[config.mk]
export PLATFORM = sky130hd
export DESIGN_NAME = hit_test_top
export DESIGN_NICKNAME = d
export VERILOG_FILES = /design/src/inc/hof_pkg.sv /design/src/inc/row_bus_if.sv /design/src/rtl/row_ctl.sv /design/src/rtl/mono_pair.sv /design/src/rtl/hit_test_top.sv
export SDC_FILE = /design/constraint.sdc
export NUM_CORES = 2
export LEC_CHECK = 0
export BUFFER_PORTS_ARGS = -buffer_cell sky130_fd_sc_hd__buf_2
export CAP_MARGIN = 20
export CORE_ASPECT_RATIO = 1.25
export CORE_MARGIN = 2
export CORE_UTILIZATION = 25
export CTS_CLUSTER_DIAMETER = 200
export CTS_CLUSTER_SIZE = 30
export DETAILED_ROUTE_END_ITERATION = 10
export SKIP_LAST_GASP = 1
export SYNTH_ARGS = -nofsm -noshare
export SYNTH_HDL_FRONTEND = slang
export SYNTH_HIERARCHICAL = 1
export SYNTH_SLANG_ARGS = --single-unit
[constraint.sdc]
create_clock -name CLK_SYS -period 17.5 [get_ports CLK_SYS]
set_input_delay 0.875 -clock CLK_SYS [delete_from_list [all_inputs] [get_ports CLK_SYS]]
set_output_delay 0.875 -clock CLK_SYS [all_outputs]
set_load 0.01 [all_outputs]
[src/inc/hof_pkg.sv]
package hof_pkg;
	// ****************************************
	// array shape and timing
	// ****************************************
	localparam int NVAR = 4;
	localparam int BANKS = 7;
	localparam int MEM_DEPTH = 19;
	localparam int CLK_NS = 20;
	localparam int BX_NS = 150;
	localparam int BX_CYC = (BX_NS + CLK_NS - 1) / CLK_NS;
	localparam int MONO_SHORT_NS = 200;
	localparam int MONO_LONG_NS = 600;
	localparam int MONO_SHORT_CYC = MONO_SHORT_NS / CLK_NS;
	localparam int MONO_LONG_CYC = MONO_LONG_NS / CLK_NS;

	// ****************************************
	// register map
	// ****************************************
	localparam logic [7:0] CTRL_OFS = 8'h00;
	localparam logic [7:0] STAT_OFS = 8'h04;
	localparam logic [7:0] ISTAT_OFS = 8'h08;
	localparam logic [7:0] IMASK_OFS = 8'h0C;
	localparam int CTRL_RUN_BIT = 0;
	localparam int CTRL_INIT_BIT = 1;
	localparam int STAT_FORCE_BIT = 4;
	localparam int STAT_DONE_BIT = 5;
	localparam int IRQ_DONE_BIT = 4;
	localparam int IRQ_W = 5;
	localparam logic CTRL_RUN_RST = 1'b0;
	localparam logic [IRQ_W-1:0] IRQ_RST = 5'h00;

	typedef enum {RD_IDLE, RD_RUN, RD_DONE} rd_st_e;

	// bank select walks a gray sequence, one bit per step
	function automatic logic [2:0] gray3(input logic [2:0] b);
		return b ^ (b >> 1);
	endfunction : gray3
endpackage : hof_pkg

[src/inc/row_bus_if.sv]
`timescale 1ns/1ps
interface row_bus_if;
	logic step;
	logic init;
	logic force_hit;
	logic [2:0] bank;
	modport drv (output step, output init, output force_hit, output bank);
	modport row (input step, input init, input force_hit, input bank);
endinterface : row_bus_if

[src/rtl/row_ctl.sv]
`timescale 1ns/1ps
module row_ctl #(
	parameter int PW = 4
) (
	// clock and reset
	input wire logic clk,
	input wire logic rst_b,
	// shared row control
	row_bus_if.row ctl,
	// pixel hits of the selected bank
	input wire logic [PW-1:0] hit_pat,
	// readout
	input wire logic [4:0] rd_idx,
	output logic [4:0] cnt,
	output logic full,
	output logic [PW+2:0] rd_data
);
	import hof_pkg::*;

	logic [PW+2:0] mem [MEM_DEPTH];
	logic [4:0] cnt_r;

	wire bank_hit = ctl.force_hit | (|hit_pat);
	wire store = ctl.step & bank_hit & ~full & ~ctl.init;

	assign full = cnt_r == 5'(MEM_DEPTH);
	assign cnt = cnt_r;
	assign rd_data = (rd_idx < 5'(MEM_DEPTH)) ? mem[rd_idx] : '0;

	always_ff @(posedge clk) begin
		if (!rst_b || ctl.init) begin
			cnt_r <= 5'h00;
		end else if (store) begin
			cnt_r <= cnt_r + 5'h01;
		end
	end

	always_ff @(posedge clk) begin
		if (store) begin
			mem[cnt_r] <= {ctl.bank, hit_pat};
		end
	end
endmodule : row_ctl

[src/rtl/mono_pair.sv]
`timescale 1ns/1ps
module mono_pair #(
	parameter int SHORT_CYC = 10,
	parameter int LONG_CYC = 30
) (
	// clock and reset
	input wire logic clk,
	input wire logic rst_b,
	// stimulus and pulses
	input wire logic trig,
	output logic short_p,
	output logic long_p
);
	if (SHORT_CYC < 8 || LONG_CYC < SHORT_CYC || LONG_CYC > 255) begin : g_bad
		$error("mono_pair: pulse lengths out of range");
	end

	logic trig_d_r;
	logic [7:0] s_cnt_r;
	logic [7:0] l_cnt_r;

	// comparator is not wired in: only the debug input fires
	wire fire = trig & ~trig_d_r;

	always_ff @(posedge clk) begin
		if (!rst_b) begin
			trig_d_r <= 1'b0;
			s_cnt_r <= 8'h00;
			l_cnt_r <= 8'h00;
		end else begin
			trig_d_r <= trig;
			s_cnt_r <= fire ? 8'(SHORT_CYC) : s_cnt_r - {7'h00, |s_cnt_r};
			l_cnt_r <= fire ? 8'(LONG_CYC) : l_cnt_r - {7'h00, |l_cnt_r};
		end
	end

	assign short_p = |s_cnt_r;
	assign long_p = |l_cnt_r;
endmodule : mono_pair

[src/rtl/hit_test_top.sv]
`timescale 1ns/1ps
module hit_test_top #(
	parameter int NROWS = 4,
	parameter int PW = 4
) (
	// clock and reset
	input wire logic CLK_SYS,
	input wire logic RST_B,
	// ahb-lite slave
	input wire logic HSEL,
	input wire logic [31:0] HADDR,
	input wire logic [1:0] HTRANS,
	input wire logic HWRITE,
	input wire logic [2:0] HSIZE,
	input wire logic [31:0] HWDATA,
	input wire logic HREADY,
	output logic HREADYOUT,
	output logic [31:0] HRDATA,
	output logic HRESP,
	output logic IRQ,
	// pixel hits and override
	input wire logic [hof_pkg::NVAR*NROWS*PW-1:0] PIX_HIT,
	input wire logic HIT_FORCE_CTL,
	// readout
	input wire logic READ_EN,
	input wire logic [1:0] COL_SEL,
	output logic RD_VALID,
	output logic [$clog2(NROWS+1)+2+PW:0] RD_DATA,
	output logic ONWARD_READ_ENABLE,
	// full flags
	output logic FULL_FLAG_VARIANT_ONE,
	output logic FULL_FLAG_VARIANT_TWO,
	output logic FULL_FLAG_VARIANT_THREE,
	output logic FULL_FLAG_VARIANT_FOUR,
	// probes
	output logic PROBE_BANK_SEL_BIT0,
	output logic PROBE_ROW_RESET,
	output logic PROBE_PHASE_ONE,
	output logic PROBE_PHASE_TWO,
	output logic PROBE_PHASE_THREE,
	// monostable test pixel
	input wire logic TEST_HIT_STIMULUS,
	output logic PROBE_MONO_SHORT,
	output logic PROBE_MONO_LONG
);
	import hof_pkg::*;

	localparam int RW = $clog2(NROWS + 1);
	localparam int NR = NVAR * NROWS;
	localparam logic [RW-1:0] ROW_END = RW'(NROWS);

	if (NROWS < 1 || NROWS > 16 || PW < 1 || PW > 20 || BX_CYC < BANKS + 1
		|| BX_CYC > 15) begin : g_bad
		$error("hit_test_top: parameters out of range");
	end

	// ****************************************
	// seek first stored entry at or after (row, ent)
	// ****************************************
	function automatic logic [RW+4:0] seek(input logic [RW-1:0] row,
		input logic [4:0] ent, input logic [5*NROWS-1:0] cnts);
		logic [RW+4:0] res;
		logic got;
		logic [4:0] e0;
		res = {ROW_END, 5'h00};
		got = 1'b0;
		for (int r = 0; r < NROWS; r++) begin
			e0 = (RW'(r) == row) ? ent : 5'h00;
			if (!got && RW'(r) >= row && e0 < cnts[5*r+:5]) begin
				res = {RW'(r), e0};
				got = 1'b1;
			end
		end
		return res;
	endfunction : seek

	// ****************************************
	// bunch crossing sequencer
	// ****************************************
	row_bus_if rif();
	logic run_r;
	logic init_r;
	logic step_d_r;
	logic [3:0] bx_cnt_r;

	wire bx_last = bx_cnt_r == 4'(BX_CYC - 1);
	wire in_bank = bx_cnt_r < 4'(BANKS);

	always_ff @(posedge CLK_SYS) begin
		if (!RST_B || !run_r) begin
			bx_cnt_r <= 4'h0;
		end else begin
			bx_cnt_r <= bx_last ? 4'h0 : bx_cnt_r + 4'h1;
		end
	end

	always_ff @(posedge CLK_SYS) begin
		step_d_r <= RST_B & rif.step;
	end

	assign rif.step = run_r & in_bank;
	assign rif.bank = gray3(bx_cnt_r[2:0]);
	assign rif.force_hit = HIT_FORCE_CTL;
	assign rif.init = init_r;

	// ****************************************
	// row controllers
	// ****************************************
	logic [4:0] cnt_a [NR];
	logic [NR-1:0] full_a;
	logic [PW+2:0] dat_a [NR];
	logic [NVAR-1:0] full_v;
	logic [4:0] ent_r;
	logic [RW-1:0] row_r;
	logic [1:0] col_r;
	logic [5*NROWS-1:0] col_cnt;
	logic [RW+4:0] cur;

	for (genvar i = 0; i < NR; i++) begin : g_row
		row_ctl #(.PW(PW)) u_row (
			.clk(CLK_SYS),
			.rst_b(RST_B),
			.ctl(rif),
			.hit_pat(PIX_HIT[i*PW+:PW]),
			.rd_idx(cur[4:0]),
			.cnt(cnt_a[i]),
			.full(full_a[i]),
			.rd_data(dat_a[i])
		);
	end

	for (genvar v = 0; v < NVAR; v++) begin : g_var
		assign full_v[v] = |full_a[v*NROWS+:NROWS];
	end

	for (genvar r = 0; r < NROWS; r++) begin : g_col
		assign col_cnt[5*r+:5] = cnt_a[int'(col_r) * NROWS + r];
	end

	// ****************************************
	// readout walk
	// ****************************************
	rd_st_e rd_st_r;
	logic [NVAR-1:0] full_r;
	logic done_ev;

	assign cur = seek(row_r, ent_r, col_cnt);
	wire at_end = cur[RW+4:5] == ROW_END;
	wire [RW-1:0] cur_row = at_end ? '0 : cur[RW+4:5];
	wire [PW+2:0] cur_dat = dat_a[int'(col_r) * NROWS + int'(cur_row)];
	assign done_ev = rd_st_r == RD_RUN && READ_EN && at_end;

	always_ff @(posedge CLK_SYS) begin
		if (!RST_B) begin
			rd_st_r <= RD_IDLE;
			row_r <= '0;
			ent_r <= 5'h00;
			col_r <= 2'h0;
			RD_VALID <= 1'b0;
			RD_DATA <= '0;
			ONWARD_READ_ENABLE <= 1'b0;
		end else begin
			RD_VALID <= 1'b0;
			case (rd_st_r)
				RD_IDLE: begin
					ONWARD_READ_ENABLE <= 1'b0;
					row_r <= '0;
					ent_r <= 5'h00;
					if (READ_EN) begin
						col_r <= COL_SEL;
						rd_st_r <= RD_RUN;
					end
				end
				RD_RUN: begin
					if (!READ_EN) begin
						rd_st_r <= RD_IDLE;
					end else if (at_end) begin
						ONWARD_READ_ENABLE <= 1'b1;
						rd_st_r <= RD_DONE;
					end else begin
						RD_VALID <= 1'b1;
						RD_DATA <= {cur_row, cur_dat};
						row_r <= cur_row;
						ent_r <= cur[4:0] + 5'h01;
					end
				end
				RD_DONE: begin
					if (!READ_EN) begin
						ONWARD_READ_ENABLE <= 1'b0;
						rd_st_r <= RD_IDLE;
					end
				end
				default: rd_st_r <= RD_IDLE;
			endcase
		end
	end

	// ****************************************
	// flags and probes
	// ****************************************
	always_ff @(posedge CLK_SYS) begin
		if (!RST_B) begin
			full_r <= '0;
		end else begin
			full_r <= full_v;
		end
	end

	assign FULL_FLAG_VARIANT_ONE = full_r[0];
	assign FULL_FLAG_VARIANT_TWO = full_r[1];
	assign FULL_FLAG_VARIANT_THREE = full_r[2];
	assign FULL_FLAG_VARIANT_FOUR = full_r[3];

	always_ff @(posedge CLK_SYS) begin
		if (!RST_B) begin
			PROBE_BANK_SEL_BIT0 <= 1'b0;
			PROBE_ROW_RESET <= 1'b0;
			PROBE_PHASE_ONE <= 1'b0;
			PROBE_PHASE_TWO <= 1'b0;
			PROBE_PHASE_THREE <= 1'b0;
		end else begin
			PROBE_BANK_SEL_BIT0 <= rif.bank[0];
			PROBE_ROW_RESET <= init_r;
			PROBE_PHASE_ONE <= rif.step;
			PROBE_PHASE_TWO <= step_d_r;
			PROBE_PHASE_THREE <= run_r & (bx_cnt_r == 4'(BANKS));
		end
	end

	mono_pair #(.SHORT_CYC(MONO_SHORT_CYC), .LONG_CYC(MONO_LONG_CYC)) u_mono (
		.clk(CLK_SYS),
		.rst_b(RST_B),
		.trig(TEST_HIT_STIMULUS),
		.short_p(PROBE_MONO_SHORT),
		.long_p(PROBE_MONO_LONG)
	);

	// ****************************************
	// ahb-lite registers
	// ****************************************
	logic wr_pend_r;
	logic [7:0] wr_ofs_r;
	logic [IRQ_W-1:0] istat_r;
	logic [IRQ_W-1:0] imask_r;
	logic [31:0] rd_word;

	wire ap = HSEL & HTRANS[1] & HREADY;
	wire in_map = HADDR[31:8] == 24'h000000;
	wire wr_ctrl = wr_pend_r && wr_ofs_r == CTRL_OFS;
	wire wr_istat = wr_pend_r && wr_ofs_r == ISTAT_OFS;
	wire wr_imask = wr_pend_r && wr_ofs_r == IMASK_OFS;
	wire [IRQ_W-1:0] ev = {done_ev, full_v & ~full_r};
	wire [IRQ_W-1:0] w1c = wr_istat ? HWDATA[IRQ_W-1:0] : '0;
	wire [IRQ_W-1:0] istat_nxt = (istat_r & ~w1c) | ev;
	wire [IRQ_W-1:0] imask_nxt = wr_imask ? HWDATA[IRQ_W-1:0] : imask_r;

	assign rd_word = !in_map ? 32'h0000_0000
		: HADDR[7:0] == CTRL_OFS ? {31'h0, run_r}
		: HADDR[7:0] == STAT_OFS ? {26'h0, ONWARD_READ_ENABLE, HIT_FORCE_CTL,
			full_r}
		: HADDR[7:0] == ISTAT_OFS ? {27'h0, istat_r}
		: HADDR[7:0] == IMASK_OFS ? {27'h0, imask_r}
		: 32'h0000_0000;

	always_ff @(posedge CLK_SYS) begin
		if (!RST_B) begin
			wr_pend_r <= 1'b0;
			wr_ofs_r <= 8'h00;
			HRDATA <= 32'h0000_0000;
			HREADYOUT <= 1'b1;
			HRESP <= 1'b0;
		end else begin
			wr_pend_r <= ap & HWRITE & in_map;
			wr_ofs_r <= ap ? HADDR[7:0] : wr_ofs_r;
			HRDATA <= (ap & ~HWRITE) ? rd_word : 32'h0000_0000;
		end
	end

	always_ff @(posedge CLK_SYS) begin
		if (!RST_B) begin
			run_r <= CTRL_RUN_RST;
			init_r <= 1'b0;
			istat_r <= IRQ_RST;
			imask_r <= IRQ_RST;
			IRQ <= 1'b0;
		end else begin
			run_r <= wr_ctrl ? HWDATA[CTRL_RUN_BIT] : run_r;
			init_r <= wr_ctrl & HWDATA[CTRL_INIT_BIT];
			istat_r <= istat_nxt;
			imask_r <= imask_nxt;
			IRQ <= |(istat_nxt & imask_nxt);
		end
	end
endmodule : hit_test_top

# Word level (Yosys, flattened, before mapping)
# Memories as Yosys holds them, arrays and structs flattened.
# Cells that the tools add are included.
[op_classes] add_sub_neg=24 magnitude_cmp=15 eq_ne=35 muxes=99 bitwise_logic=109 n_reduce_logical=60
[ops] cell="32-bit by 5-bit greater-or-equal comparator with 1-bit output, second input constant" n=5
[ops] cell="32-bit 2-to-1 mux" n=4
[ops] cell="5-bit NOT with 32-bit output" n=4
[ops] cell="7-bit 2-to-1 mux" n=18
[ops] cell="32-bit one-hot mux with 3 select lines" n=1
[ops] cell="5-bit 2-to-1 mux" n=19
[ops] cell="5-bit by 1-bit adder with 5-bit output, second input constant" n=17
[ops] cell="4-bit OR reduction" n=21
[ops] cell="5-bit binary-select mux with 4-bit select" n=4
[ops] cell="5-bit == test, second input constant" n=16
[ops] cell="32-bit by 2-bit == test with 1-bit output, second input constant" n=2
[ops] cell="1-bit AND" n=58
[ops] cell="1-bit 2-to-1 mux" n=40
[ops] cell="32-bit by 1-bit == test with 1-bit output, second input constant" n=1
[ops] cell="8-bit by 4-bit == test with 1-bit output, second input constant" n=4
[ops] cell="32-bit logical NOT" n=1
[ops] cell="8-bit 2-to-1 mux" n=4
[ops] cell="4-bit NOT with 32-bit output" n=1
[ops] cell="7-bit binary-select mux with 4-bit select" n=1
[ops] cell="24-bit logical NOT" n=1
[ops] cell="1-bit NOT" n=23
[ops] cell="5-bit < comparator" n=4
[ops] cell="8-bit logical NOT" n=2
[ops] cell="1-bit bitwise OR" n=16
[ops] cell="41 further kinds" n=75
[word_totals] register_bits=219 ramBits=2128 output_inout_bits=58 memories=16
[mem_list] memory="g_row[0].u_row.mem" depth=19 word_bits=7 read_ports=1 rd_clocked_by_memory_dff=0 write_ports=1 line_no="row_ctl.sv:20" text="logic [PW+2:0] mem [MEM_DEPTH];"
[mem_list] memory="g_row[10].u_row.mem" depth=19 word_bits=7 read_ports=1 rd_clocked_by_memory_dff=0 write_ports=1 line_no="row_ctl.sv:20"
[mem_list] memory="g_row[11].u_row.mem" depth=19 word_bits=7 read_ports=1 rd_clocked_by_memory_dff=0 write_ports=1 line_no="row_ctl.sv:20"
[mem_list] memory="g_row[12].u_row.mem" depth=19 word_bits=7 read_ports=1 rd_clocked_by_memory_dff=0 write_ports=1 line_no="row_ctl.sv:20"
[mem_list] memory="g_row[13].u_row.mem" depth=19 word_bits=7 read_ports=1 rd_clocked_by_memory_dff=0 write_ports=1 line_no="row_ctl.sv:20"
[mem_list] memory="g_row[14].u_row.mem" depth=19 word_bits=7 read_ports=1 rd_clocked_by_memory_dff=0 write_ports=1 line_no="row_ctl.sv:20"
[mem_list] memory="10 more memories"

# Longest topological paths before layout
[logic_depth] depth_word=26 mapped_depth=24

# Cells and area by module
# Netlist, hierarchy kept.
[by_module_without_submodules] mod="row_ctl at g_row[10].u_row ..." n_inst=15 cells_each=303 area_per_inst_um2=5637.9 seq_area_each_um2=4093.9
[by_module_without_submodules] mod="row_ctl at g_row[0].u_row" n_inst=1 cells_each=299 area_per_inst_um2=5585.4 seq_area_each_um2=4093.9
[by_module_without_submodules] mod="hit_test_top" n_inst=1 cells_each=582 area_per_inst_um2=4973.5 seq_area_each_um2=1321.3
[by_module_without_submodules] mod="mono_pair" n_inst=1 cells_each=74 area_per_inst_um2=754.5 seq_area_each_um2=340.3

# Worst setup path after synthesis
# OpenSTA, ideal clock, no wires.
[synth_timing] path_kind="register to register" startpoint="register bx_cnt_r[2]" endpoint="memory g_row[0].u_row/mem[0][5] (netlist name) (data pin)" setup_time_ps=912 t_arrival_ps=7817 required_ps=16588 path_slack_ps=8770 stages_incl_launch_ff=2 n_path_buf=0 cell_sequence="dfxtp_1 > ha_1"
[synth_via] elab_chain_cells=1
[synth_rtl] item="from (decl)" line_no="hit_test_top.sv:84" text="logic [3:0] bx_cnt_r;"
[synth_rtl] item="from (signal assigned)" line_no="hit_test_top.sv:93" text="bx_cnt_r <= bx_last ? 4'h0 : bx_cnt_r + 4'h1;"
[synth_rtl] item="3-bit by 2-bit bitwise XOR with 3-bit output" line_no="hof_pkg.sv:36" text="return b ^ (b >> 1);"
[synth_rtl] item="named net rif.bank[1]" line_no="row_bus_if.sv:6" text="logic [2:0] bank;"
[synth_rtl] item="to (decl)" line_no="row_ctl.sv:20"
# The timed path passes the listed nets, and every way through them passes these cells.

==> metrics <==
Clock Latency Late Sink around 0.80 ns; area post-placement 102,000 um^2; Top FF cell, synth edfxtp_1; Synth Cell Area ~96,000 um^2; clk slew on worst S/H paths 0.12 ns; Worst R2R End RD_DATA[6]; final period utilization 45.7%; IO Port Bufs 141; DRT Pass-1 Iters 8; largest net degree at the start of global routing 235; Remaining DRCs 0; Commonest cells post-synth edfxtp_1 (2,128), nor2_1 (584), nand2_1 (311); first-pass GRT wire length around 330,000 um; Rel. slew slack roughly a quarter; Setup violations, final 0; Worst Setup EP RD_DATA[6]; CTS Sinks approximately 2,300; Avg Vias per Cell between 4 and 5; area grow syn2layout 9.09%; reg2reg path depth 21; number of synthesized flops with an enable pin 2,128; DIE HEIGHT between 600 and 700 um; Seq/Total Area, Yosys between 70% and 80%; synthesized area per cell around 17 um^2; cell count after synthesis ~5,500; grt ovf 0; status complete, no violations; CTS H-tree lvls 3; RSZ-0062 raised after global routing no; CTS tree built; Setup crit start col_r[0]; reg2reg setup slack between 9 and 10 ns; Power per Cell Area approximately 84 nW/um^2; synthesized flop and latch total roughly 2,300; worst hold path class in2reg; Max FO, Critical Path 110; leakage power 31.4 nW; row count about 250; vias in the first global route about 49,000; Arr. time, crit path between 8 and 9 ns; count leader, synth edfxtp_1; Final Slew Violations 0; post-route ant nets 0; fmax around 120 MHz; Critical Path RT 18.16 ns; Max Cap Viol 0; post_cts resized 0; Iteration-0 DRC Markers 4,816; via count 48,878; Max Buffers Root-to-Sink 3; critical path launch point type flip-flop; crit end category flip-flop; Worst Hold Launch HWRITE; leading area contributor after synthesis edfxtp_1; CTS Root Cell clkbuf_16; Initial Util roughly 25%; RePlAce Congestion between 0.8 and 0.9; post-route design area ~100,000 um^2; final total negative setup slack 0 ns; postcts setup bufs 0; number of hold buffers added after CTS 0; Hold Violations, Final 0; minimum clock period 8.00 ns; WL/cell about 21 um; Crit Path Class reg2reg; Layout Nets between 5,000 and 6,000; core area 382,000 um^2; final wirelength 231,000 um; ys async rst share 0%; dpl hpwl around 150,000 um; actual slew at the worst max-slew pin approximately 1.1 ns; CTS Buf Count 86; Netlist cell types 83; initial antenna violation count 65; Total Routing Usage GR about 12%; dominant cells by area after synthesis edfxtp_1 (67%), mux4_1 (5.8%), mux4_2 (5.6%); die area a little under 400,000 um^2; ratio of cells with drive above 1 in the final layout about an eighth; area share of the largest cell type after synthesis about two thirds; Crit Reg-Reg Startpoint col_r[0]; Worst IR Drop VDD a little under 0.07 mV; Worst Clk Skew about 0.048 ns; hold depth 2; # IOs 201; Die W 558 um; Ys Warns 6
## state kept, by name, indices dropped and copies added (netlist names), 2 cells and up
signal,cells
imask_r,5
u_mono/s_cnt_r,8
row_r,3
ent_r,5
col_r,2
rd_st_r,2
g_row.u_row/mem,2128
u_mono/l_cnt_r,8
HRDATA,6
istat_r,5
g_row.u_row/cnt,80
bx_cnt_r,4
RD_DATA,10
wr_ofs_r,8
full_r,4
## worst min path at each step
stage	endpoint	slack [ns]
finish	wr_pend_r	0.30
floorplan	PROBE_PHASE_TWO	0.41
global route	wr_pend_r	0.27
CTS	wr_pend_r	0.24
detailed placement	PROBE_PHASE_TWO	0.43
global placement	PROBE_PHASE_TWO	0.43
## metal layers
layer  GRT usage (%)  routed length, um
met1            14.5              92700
met2            19.9             115000
met3            2.43              17400
met4            3.15               5710
met5               0                165
## power by group
group / total [mW] / internal (mW) / switching [mW]
Combinational: 0.176 / 0.0556 / 0.120
Sequential: 5.96 / 5.94 / 0.0130
Clock: 2.61 / 1.00 / 1.60
## critical path: stages (launching register included)
cell,delay (ns)
dfxtp_2,0.33
buf_4,0.38
mux4_2,0.56
inv_1,0.08
ha_1,0.24
a21oi_1,0.15
o21ai_0,0.22
a2111oi_4,0.32
buf_4,0.29
nor3b_1,0.10
o21ai_0,0.54
and2_4,0.71
buf_12,0.57
buf_12,0.60
buf_4,0.80
mux4_1,0.41
mux2_2,0.30
nand2_1,0.07
o211ai_1,0.17
mux2_2,0.37
a221oi_1,0.34
o2bb2ai_1,0.13
## final cells by class
class	instances	area [um^2]
Fill cell	37901	278000
Sequential cell	2291	67200
Multi-Input combinational cell	2849	26700
Tap cell	5120	6410
Clock buffer	158	2530
Timing Repair Buffer	187	1190
Inverter	121	454
Clock inverter	4	57.6
Antenna cell	14	35.0
## stage by stage
stage,power (mW),hold WS (ns),utilization [%],std cells,setup slack [ns]
floorplan,6.17,0.412,-,5527,8.77
global placement,6.24,0.425,26.7,10565,9.49
detailed placement,6.26,0.429,26.7,10566,9.34
CTS,8.83,0.240,27.3,10728,9.32
global route,9.01,0.266,27.3,10732,8.99
finish,8.74,0.302,27.4,10744,9.50
## kinds of logic after synthesis
family | share of synthesized area, %
multiplexers | 15.8
AO/OA/AOI/OAI | 3.52
flip-flops | 70.0
XOR/XNOR | 0.384
other | 0.00783
buffers and inverters | 2.28
adder cells (fa/ha/maj) | 1.17
AND/OR/NAND/NOR | 6.80
## placed cells by master, fill, tap and decap left out, drive strengths merged, types with 25 or more instances in the layout
master	Yosys	routed
edfxtp	2128	2128
nor2	585	585
mux4	453	453
nand2	312	312
mux2i	279	279
buf	215	187
dfxtp	163	163
clkbuf	51	158
o21ai	132	132
inv	121	122
and2	122	122
mux2	118	118
o211ai	110	110
ha	90	90
nor2b	69	69
nand2b	52	52
nand3b	47	47
a21oi	45	45
or2	33	33
conb	2	29
nor4	28	28
nand4	27	27
a22oi	25	25
No activity file was read; power rests on OpenSTA's default activity.
